### src/inc/serial_port_defs.svh
// named constants of the three-wire serial configuration port
`ifndef SERIAL_PORT_DEFS_SVH
`define SERIAL_PORT_DEFS_SVH

// bit counter end values: 16 instruction bits, 8 bits per data byte
`define CNT_ZERO 4'h0
`define CNT_ONE 4'h1
`define CNT_INSTR_LAST 4'hF
`define CNT_BYTE_LAST 4'h7

// instruction word layout
`define RW_BIT 15
`define ADDR_MSB 14

// address step for multibyte transfers
`define ADDR_STEP 15'h0001

// bit-order control: register 0x00, bit 6, reset value zero (msb first)
`define CFG_ADDR 15'h0000
`define LSB_FIRST_BIT 6
`define LSB_FIRST_RST 1'b0

// update bit that applies the tuning word and phase offsets (placement arbitrary)
`define FTW_UPD_ADDR 15'h0005
`define FTW_UPD_BIT 0

// synchroniser reset image {sclk, cs_n, sdio}: deselected, clock low
`define PIN_RST 3'h2

`endif

### src/inc/serial_port_pkg.sv
// types shared by the serial configuration port
package serial_port_pkg;

  // transfer phase of one communication cycle
  typedef enum logic {
    PH_INSTR,
    PH_DATA
  } phase_t;

  // the three link pins as seen by the block's clock
  typedef struct packed {
    logic sclk;
    logic cs_n;
    logic sdio;
  } pin_sample_t;

endpackage

### src/rtl/bit_sync.sv
// two-flop synchroniser for a group of asynchronous levels
`timescale 1ns/10ps
module bit_sync #(
  parameter int WIDTH = 1,
  parameter logic [WIDTH-1:0] RST_VAL = '0
) (
  input wire logic clock_i,
  input wire logic rst_i,
  input wire logic [WIDTH-1:0] async_i,
  output logic [WIDTH-1:0] sync_o
);

  logic [WIDTH-1:0] meta_r;

  // the first stage feeds only the second stage
  always_ff @(posedge clock_i or posedge rst_i) begin
    if (rst_i) begin
      meta_r <= RST_VAL;
      sync_o <= RST_VAL;
    end else begin
      meta_r <= async_i;
      sync_o <= meta_r;
    end
  end

endmodule

### src/rtl/serial_port.sv
// three-wire serial slave port giving a controller access to configuration registers
// Behaviour
// - first 16 rising serial clock edges of a cycle carry the instruction word
// - chip select high then low restarts at instruction phase, dropping partial transfers
// - instruction bit 15 high means read, low means write
// - instruction bits 14..0 give first address; later addresses made internally
// - each data transfer is one byte; more bytes follow while selected
// - written byte takes effect at its last bit; tuning word waits for update bit
// - every incoming bit is sampled on the serial clock rising edge
// - read data bits change on the serial clock falling edge
// - data pin is released whenever chip select is high
// - chip select is active low and frames the whole cycle
// - one shared pin carries data both ways
// - bit-order control is register 0x00 bit 6, resets to msb first
// - msb first: bits msb first, address decrements per byte
// - lsb first: bits lsb first, address increments per byte
// - multibyte address counts down toward 0x0000 or up toward 0x7FFF
`timescale 1ns/10ps
`include "serial_port_defs.svh"
module serial_port (
  input wire logic clock_i,
  input wire logic rst_i,
  input wire logic sclk_i,
  input wire logic cs_n_i,
  input wire logic sdio_i,
  output logic sdio_o,
  output logic sdio_oe_o,
  output logic [14:0] reg_addr_o,
  output logic [7:0] reg_wdata_o,
  output logic reg_wr_o,
  output logic reg_rd_o,
  input wire logic [7:0] reg_rdata_i,
  output logic lsb_first_o,
  output logic ftw_update_o
);

  serial_port_pkg::pin_sample_t pin_raw;
  serial_port_pkg::pin_sample_t pin_s;
  serial_port_pkg::phase_t phase_r;
  logic sclk_prev_r;
  logic [3:0] cnt_r;
  logic [15:0] instr_r;
  logic [7:0] rx_r;
  logic [7:0] tx_r;
  logic rw_r;
  logic [14:0] addr_r;
  logic step_r;
  logic wr_r;
  logic rd_r;
  logic [7:0] wdata_r;
  logic lsb_r;
  logic ftw_upd_r;
  logic sdio_r;
  logic oe_r;

  // every pin passes two flops before any logic looks at it
  assign pin_raw = {sclk_i, cs_n_i, sdio_i};

  bit_sync #(
    .WIDTH(3),
    .RST_VAL(`PIN_RST)
  ) u_pin_sync (
    .clock_i(clock_i),
    .rst_i(rst_i),
    .async_i(pin_raw),
    .sync_o(pin_s)
  );

  // serial clock edges, seen only while selected
  wire selected = !pin_s.cs_n;
  wire rise = selected && pin_s.sclk && !sclk_prev_r;
  wire fall = selected && !pin_s.sclk && sclk_prev_r;
  wire din = pin_s.sdio;

  // bit order decides the shift direction of all words
  wire [15:0] instr_nxt = lsb_r ? {din, instr_r[15:1]} : {instr_r[14:0], din};
  wire [7:0] rx_nxt = lsb_r ? {din, rx_r[7:1]} : {rx_r[6:0], din};
  wire in_instr = phase_r == serial_port_pkg::PH_INSTR;
  wire in_data = phase_r == serial_port_pkg::PH_DATA;
  wire instr_done = rise && in_instr && cnt_r == `CNT_INSTR_LAST;
  wire byte_done = rise && in_data && cnt_r == `CNT_BYTE_LAST;

  // address generator: down in msb-first mode, up in lsb-first mode
  wire [14:0] addr_step = lsb_r ? addr_r + `ADDR_STEP : addr_r - `ADDR_STEP;

  // outgoing bit and shifted image for read data
  wire tx_first = lsb_r ? tx_r[0] : tx_r[7];
  wire [7:0] tx_shift = lsb_r ? {1'b0, tx_r[7:1]} : {tx_r[6:0], 1'b0};
  wire drive_fall = fall && in_data && rw_r;

  // write decode for the bits this port keeps itself
  wire cfg_hit = wr_r && addr_r == `CFG_ADDR;
  wire ftw_hit = wr_r && addr_r == `FTW_UPD_ADDR && wdata_r[`FTW_UPD_BIT];

  // previous synchronised serial clock for edge detection
  always_ff @(posedge clock_i or posedge rst_i) begin
    if (rst_i) begin
      sclk_prev_r <= 1'b0;
    end else begin
      sclk_prev_r <= pin_s.sclk;
    end
  end

  // phase and bit counter; deselect always returns to the instruction start
  always_ff @(posedge clock_i or posedge rst_i) begin
    if (rst_i) begin
      phase_r <= serial_port_pkg::PH_INSTR;
      cnt_r <= `CNT_ZERO;
    end else if (!selected) begin
      phase_r <= serial_port_pkg::PH_INSTR;
      cnt_r <= `CNT_ZERO;
    end else if (instr_done) begin
      phase_r <= serial_port_pkg::PH_DATA;
      cnt_r <= `CNT_ZERO;
    end else if (byte_done) begin
      cnt_r <= `CNT_ZERO;
    end else if (rise) begin
      cnt_r <= cnt_r + `CNT_ONE;
    end
  end

  // instruction shifter, loaded on rising edges only
  always_ff @(posedge clock_i or posedge rst_i) begin
    if (rst_i) begin
      instr_r <= 16'h0000;
    end else if (rise && in_instr) begin
      instr_r <= instr_nxt;
    end
  end

  // direction and start address latched at the 16th bit, then stepped per byte
  always_ff @(posedge clock_i or posedge rst_i) begin
    if (rst_i) begin
      rw_r <= 1'b0;
      addr_r <= 15'h0000;
    end else if (instr_done) begin
      rw_r <= instr_nxt[`RW_BIT];
      addr_r <= instr_nxt[`ADDR_MSB:0];
    end else if (step_r) begin
      addr_r <= addr_step;
    end
  end

  // data byte shifter
  always_ff @(posedge clock_i or posedge rst_i) begin
    if (rst_i) begin
      rx_r <= 8'h00;
    end else if (rise && in_data) begin
      rx_r <= rx_nxt;
    end
  end

  // byte completion: write strobe at the last bit, address steps the cycle after
  always_ff @(posedge clock_i or posedge rst_i) begin
    if (rst_i) begin
      step_r <= 1'b0;
      wr_r <= 1'b0;
      wdata_r <= 8'h00;
    end else begin
      step_r <= byte_done;
      wr_r <= byte_done && !rw_r;
      if (byte_done) begin
        wdata_r <= rx_nxt;
      end
    end
  end

  // read strobe for the first byte and for each following address
  always_ff @(posedge clock_i or posedge rst_i) begin
    if (rst_i) begin
      rd_r <= 1'b0;
    end else begin
      rd_r <= (instr_done && instr_nxt[`RW_BIT]) || (step_r && rw_r);
    end
  end

  // read data is captured in the strobe cycle; needs sclk slow enough to land before the next fall
  always_ff @(posedge clock_i or posedge rst_i) begin
    if (rst_i) begin
      tx_r <= 8'h00;
    end else if (rd_r) begin
      tx_r <= reg_rdata_i;
    end else if (drive_fall) begin
      tx_r <= tx_shift;
    end
  end

  // bit-order control kept locally since it steers this port's own shifting
  always_ff @(posedge clock_i or posedge rst_i) begin
    if (rst_i) begin
      lsb_r <= `LSB_FIRST_RST;
    end else if (cfg_hit) begin
      lsb_r <= wdata_r[`LSB_FIRST_BIT];
    end
  end

  // tuning word and phase offsets apply only on the update bit
  always_ff @(posedge clock_i or posedge rst_i) begin
    if (rst_i) begin
      ftw_upd_r <= 1'b0;
    end else begin
      ftw_upd_r <= ftw_hit;
    end
  end

  // shared data pin: driven on falling edges of a read data phase only
  always_ff @(posedge clock_i or posedge rst_i) begin
    if (rst_i) begin
      sdio_r <= 1'b0;
      oe_r <= 1'b0;
    end else if (!selected) begin
      sdio_r <= 1'b0;
      oe_r <= 1'b0;
    end else if (drive_fall) begin
      sdio_r <= tx_first;
      oe_r <= 1'b1;
    end
  end

  // outputs straight from flops
  assign sdio_o = sdio_r;
  assign sdio_oe_o = oe_r;
  assign reg_addr_o = addr_r;
  assign reg_wdata_o = wdata_r;
  assign reg_wr_o = wr_r;
  assign reg_rd_o = rd_r;
  assign lsb_first_o = lsb_r;
  assign ftw_update_o = ftw_upd_r;
endmodule

### config.mk
export PLATFORM = sky130hd
export DESIGN_NAME = serial_port
export DESIGN_NICKNAME = d
export VERILOG_FILES = /design/src/inc/serial_port_pkg.sv /design/src/rtl/bit_sync.sv /design/src/rtl/serial_port.sv
export VERILOG_INCLUDE_DIRS = /design/src /design/src/inc
export SDC_FILE = /design/constraint.sdc
export NUM_CORES = 1
export LEC_CHECK = 0
export ABC_CLOCK_PERIOD_IN_PS = 2800
export BUFFER_PORTS_ARGS = -buffer_cell sky130_fd_sc_hd__buf_2
export CAP_MARGIN = 20
export CELL_PAD_IN_SITES_DETAIL_PLACEMENT = 1
export CELL_PAD_IN_SITES_GLOBAL_PLACEMENT = 2
export CORE_UTILIZATION = 33
export CTS_CLUSTER_DIAMETER = 40
export CTS_CLUSTER_SIZE = 8
export DETAILED_ROUTE_END_ITERATION = 10
export GPL_TIMING_DRIVEN = 1
export PLACE_DENSITY_LB_ADDON = 0.1
export SLEW_MARGIN = 20
export SYNTH_ARGS = -nofsm -noshare
export SYNTH_HDL_FRONTEND = slang
export SYNTH_SLANG_ARGS = --single-unit
### constraint.sdc
create_clock -name clock_i -period 2.8 [get_ports clock_i]
set_input_delay 0.28 -clock clock_i [delete_from_list [all_inputs] [get_ports clock_i]]
set_output_delay 0.28 -clock clock_i [all_outputs]
set_load 0.01 [all_outputs]
# After elaboration in Yosys (flattened, before gate mapping)

Index checks and enable logic that the tools add are counted.

Word-level logic and storage cells: 71
Bits in registers: 75

Reduce and logical (&&, ||, !) cells: 27
Equal/unequal tests: 3
Mux-type cells: 19
Bitwise gates (word level): 1
$add $sub $neg: 3

Operator list:

| cell                                                                 | number |
|---|---|
| 15-bit 2-to-1 mux                                                    | 3 |
| 8-bit 2-to-1 mux                                                     | 4 |
| 1-bit logical AND                                                    | 16 |
| 16-bit 2-to-1 mux                                                    | 1 |
| 4-bit 2-to-1 mux                                                     | 4 |
| 15-bit by 1-bit adder with 15-bit output, second input constant      | 1 |
| 15-bit by 3-bit == test with 1-bit output, second input constant     | 1 |
| 15-bit zero test                                                     | 1 |
| 15-bit by 1-bit subtractor with 15-bit output, second input constant | 1 |
| 2-bit nonzero test                                                   | 4 |
| 1-bit 2-to-1 mux                                                     | 7 |
| 4-bit by 1-bit adder with 4-bit output, second input constant        | 1 |
| 4-bit by 3-bit == test with 1-bit output, second input constant      | 1 |
| 4-bit == test, second input constant                                 | 1 |
| 1-bit zero test                                                      | 4 |
| 4-bit nonzero test                                                   | 1 |
| 1-bit logical OR                                                     | 1 |
| 1-bit inverter                                                       | 1 |

# Longest topological paths before layout

Depth in word-level cells: 8
Depth in mapped cells: 11
Gate-level depth less buffers: 8

# By module

From an unflattened synthesis, not the netlist that was laid out.

Cells, all modules: 404
Area, all modules: 4053.9 µm²

Modules (own cells, without submodules):

| module      | area each (µm²) | cells an instance | times used | sequential area each (µm²) |
|---|---|---|---|---|
| serial_port | 3897.5          | 397               | 1          | 1726.7 |
| bit_sync    | 156.4           | 7                 | 1          | 152.6 |

# Worst setup path before layout

Ideal clock, no wire load.

Path kind: register to register
From: register lsb_r (netlist: lsb_first_o)
To: register addr_r[10] (netlist: reg_addr_o[10])
Arrival: 2689 ps
Clock period less this slack: 2792 ps
Cell stages (with the launch flop): 11
Data required time: 2696 ps
Setup time: 104 ps
Slack: 8 ps
Cell sequence: dfrtp_1 -> clkbuf_1 -> buf_2 -> inv_1 -> ha_1 -> a21o_1 -> a21oi_1 -> nand2_1 -> a31oi_1 -> xor2_1 -> a221oi_1

Longest elaborated chain between the ends: 3
Elaborated cells between the ends (all ways): 4

RTL lines:

| element                            | line               | RTL |
|---|---|---|
| from (decl)                        | serial_port.sv:51  | `logic lsb_r;` |
| from (signal assigned)             | serial_port.sv:191 | `` lsb_r <= `LSB_FIRST_RST; `` |
| from (signal assigned)             | serial_port.sv:193 | `` lsb_r <= wdata_r[`LSB_FIRST_BIT]; `` |
| 15-bit 2-to-1 mux (no source line) | --                 |  |
| 15-bit 2-to-1 mux                  | serial_port.sv:139 | `end else if (step_r) begin` |
| 15-bit 2-to-1 mux *                | serial_port.sv:136 | `end else if (instr_done) begin` |
| to (signal assigned)               | serial_port.sv:138 | `` addr_r <= instr_nxt[`ADDR_MSB:0]; `` |
| to (signal assigned)               | serial_port.sv:140 | `addr_r <= addr_step;` |
| to (decl)                          | serial_port.sv:46  | `logic [14:0] addr_r;` |

Mark *: on every way between the ends. The rest lies on a longest branch, timed or not. The select of a mux whose other input is x is not followed.
A chain may end at the register's enable or synchronous reset.

# Worst setup path after layout

From: register lsb_r (netlist: lsb_first_o)
To: register addr_r[14] (netlist: reg_addr_o[14])

Same word-level chain as after synthesis.

==> impl_metrics.ini <==
[timing]
whs_ps = 14.5
clock_skew_ps = 6.48
post-route-period-util_pct = 89.8
rsz0062_at_grt = false
tns_ps = 0
period_minus_slack_ps = 2510
hold_violations = 0
fmax_ghz = 0.398
drv_slew = 0
worstMarginPinSlew_ps = 665
setup_viol = 0
slew_headroom_pct = 55.5

[pwr]
ir_drop_uv = 363
cellPowerDensity_mw_per_mm2 = 574
total_power_mw = 2.65
p_leak_nw = 2.11

[routing]
routed_wirelength_um = 10200
post_drt_wl_per_cell_um = 17.1
drc_errors = 0
ant_nets = 0
vias = 3157
initialDrtViolationCount = 91
drtPass1Iterations = 4
vias_per_cell = 5.28

[synthesis]
synth_area_mm2 = 0.00390
ys_types = 44
synth_edf_count = 0
syn_nets = 438
syn_inst = 410
synth_ff_type = dfrtp_1
yosysSeqAreaShare_pct = 48.1
ys_warn_count = 0
ys_ff_latch = 75
async_flop_share_pct = 100
synth_area_per_cell_um2 = 9.52

[clock_tree]
clk_path_buf_depth = 2
numClockSinks = 75
clkTransAtPathRegs_ps = 60
htree_num_levels = 3
numCtsBuffers = 9
cts_hold_buffers = 0
cts_tree = built
clock_latency_ps = 340
post-cts-setup-buffers = 0
cts-resized-gates = 0
cts-root-buf = clkbuf_16

[finish]
final_area_mm2 = 0.00462
drive_above_1_share_pct = 16.7
antenna_cells = 0
area_growth_pct = 18.3
final_nets = 478

[worst_setup_path]
path_max_fanout = 36
crit_start = lsb_first_o
slowest_delay_ps = 450
cp_data_arrival_time_ps = 2720
crit_chain = buf_4, fa_1, nor2b_1, o2111ai_1, a211oi_1, nor3_1, xnor2_1, o221ai_1
r2r_slack_ps = 290
crit_family = compound AO/OA/AOI/OAI gates
worstSetupEndpointType = flop
cpMaxStageDelayCell = fa_1
worstPathRequired_ps = 3000
crit-reg2reg-launch = lsb_first_o
crit_type = reg -> reg
critPathBufInv = 1
setup.worst_path.start_class = flop

[floorplan]
core_area_mm2 = 0.0115
row_count = 39
die_area_mm2 = 0.0123
pin_count = 42
chipWidth_um = 111
initial_utilization_pct = 34.0
chipHeight_um = 111

[grt]
grt_max_degree = 76
overflow = 0
grt_usage_pct = 17.6
first_global_vias = 3249
grt_first_pass_wirelength_um = 17100
antenna_found_initial = 0

[outcome]
status = finished, final reports clean

[place]
gp_congestion = 0.782
dp_hpwl_um = 7140
placed_cell_area_mm2 = 0.00429
io_buffers = 41

[worst_hold_path]
hp-class = in -> async

[job]
maxCapViolCount = 0
-- placed cells by master, fill, tap and decap left out, types with 2 or more instances in the layout --
cell / instances
and3_1: 3
clkbuf_8: 2
a211oi_1: 7
nor4_1: 2
dfstp_2: 2
a22oi_1: 2
inv_1: 6
nor3_1: 7
a21oi_1: 52
clkbuf_16: 9
o21ai_0: 28
mux2i_1: 32
o2111ai_1: 2
buf_4: 10
or3_1: 2
nand3b_1: 2
o21a_1: 2
a31oi_1: 7
xnor2_1: 7
nor2_1: 53
nand2_1: 37
ha_1: 14
xor2_1: 5
bufinv_16: 2
dfrtp_1: 72
nand3_1: 7
a21o_1: 4
o221ai_1: 2
nor2b_1: 7
buf_2: 41
nand4_1: 5
-- power breakdown --
group	switching, mW	total [mW]	internal [mW]	leakage, nW
Sequential	0.0585	1.21	1.15	0.933
Clock	0.454	1.28	0.828	0.159
Combinational	0.0961	0.158	0.0617	1.02
Total	0.609	2.65	2.04	2.11
-- tightest hold or removal path: cells and delay by family --
kind | cells | cell delay, ps
buffers and inverters | 3 | 490
-- cells in the mapped netlist (7+ instances only) --
library cell  number  area, um^2
a211oi_1           7        52.6
a21oi_1           52         260
a31oi_1            7        43.8
buf_2              8        40.0
clkbuf_1          15        56.3
dfrtp_1           73        1830
ha_1              14         175
inv_1              7        26.3
mux2i_1           32         320
nand2_1           37         139
nand3_1            7        35.0
nor2_1            53         199
nor2b_1            7        43.8
nor3_1             7        35.0
o21ai_0           28         140
xnor2_1            7        61.3
-- final timing paths --
check | endpoint | depth (start not counted)
worst min-delay path | reg_addr_o[0] | 3
worst min register to register | u_pin_sync.sync_o[0] | 0
max in group asynchronous | lsb_first_o | 3
worst max register to register | reg_addr_o[14] | 8
min in group clock_i | u_pin_sync.meta_r[1] | 1
worst max-delay path | reg_addr_o[14] | 8
-- sequential cells by signal, summed over array words and instances, names as in the netlist, 3 cells and up --
name and flops:
reg_addr_o 15, u_pin_sync.sync_o 3, instr_r 16, cnt_r 4, reg_wdata_o 8, rx_r 8
tx_r 8, u_pin_sync.meta_r 3
-- layout make-up --
cell class	count	area (um^2)
clock buffers	12	256
clock inverters	4	72.6
fillers	1313	6850
inverters	7	26.3
multi-input cells	305	1900
flip-flops and latches	75	1880
well taps	143	179
repair buffers	52	300
-- through the flow --
stage | util [%] | setup slack, ps | std cells
2_1_floorplan | - | 7.58 | 410
3_3_place_gp | 37.4 | 341 | 582
6_report | 40.3 | 285 | 598
3_5_place_dp | 37.4 | 300 | 582
5_1_grt | 40.3 | 82.8 | 598
4_1_cts | 40.3 | 277 | 598
-- kinds of logic after synthesis --
family                   count (synthesis)  share of synthesized area [%]
AO/OA/AOI/OAI                          112                           16.5
multiplexers                            33                           8.49
buffers and inverters                   30                           3.14
AND/OR/NAND/NOR                        133                           16.1
flip-flops                              75                           48.1
XOR/XNOR                                12                           2.69
adder cells (fa/ha/maj)                 15                           5.00
-- layer usage --
layer,vias to the layer above,part of all wire (%),global-route usage [%]
met5,-,0,0
met4,0,0.91,4.53
met3,8,2.4,4.26
met2,35,48,28.5
met1,1574,48,23.5
li1,1540,-,-
Power figures use the tool's default switching activity.
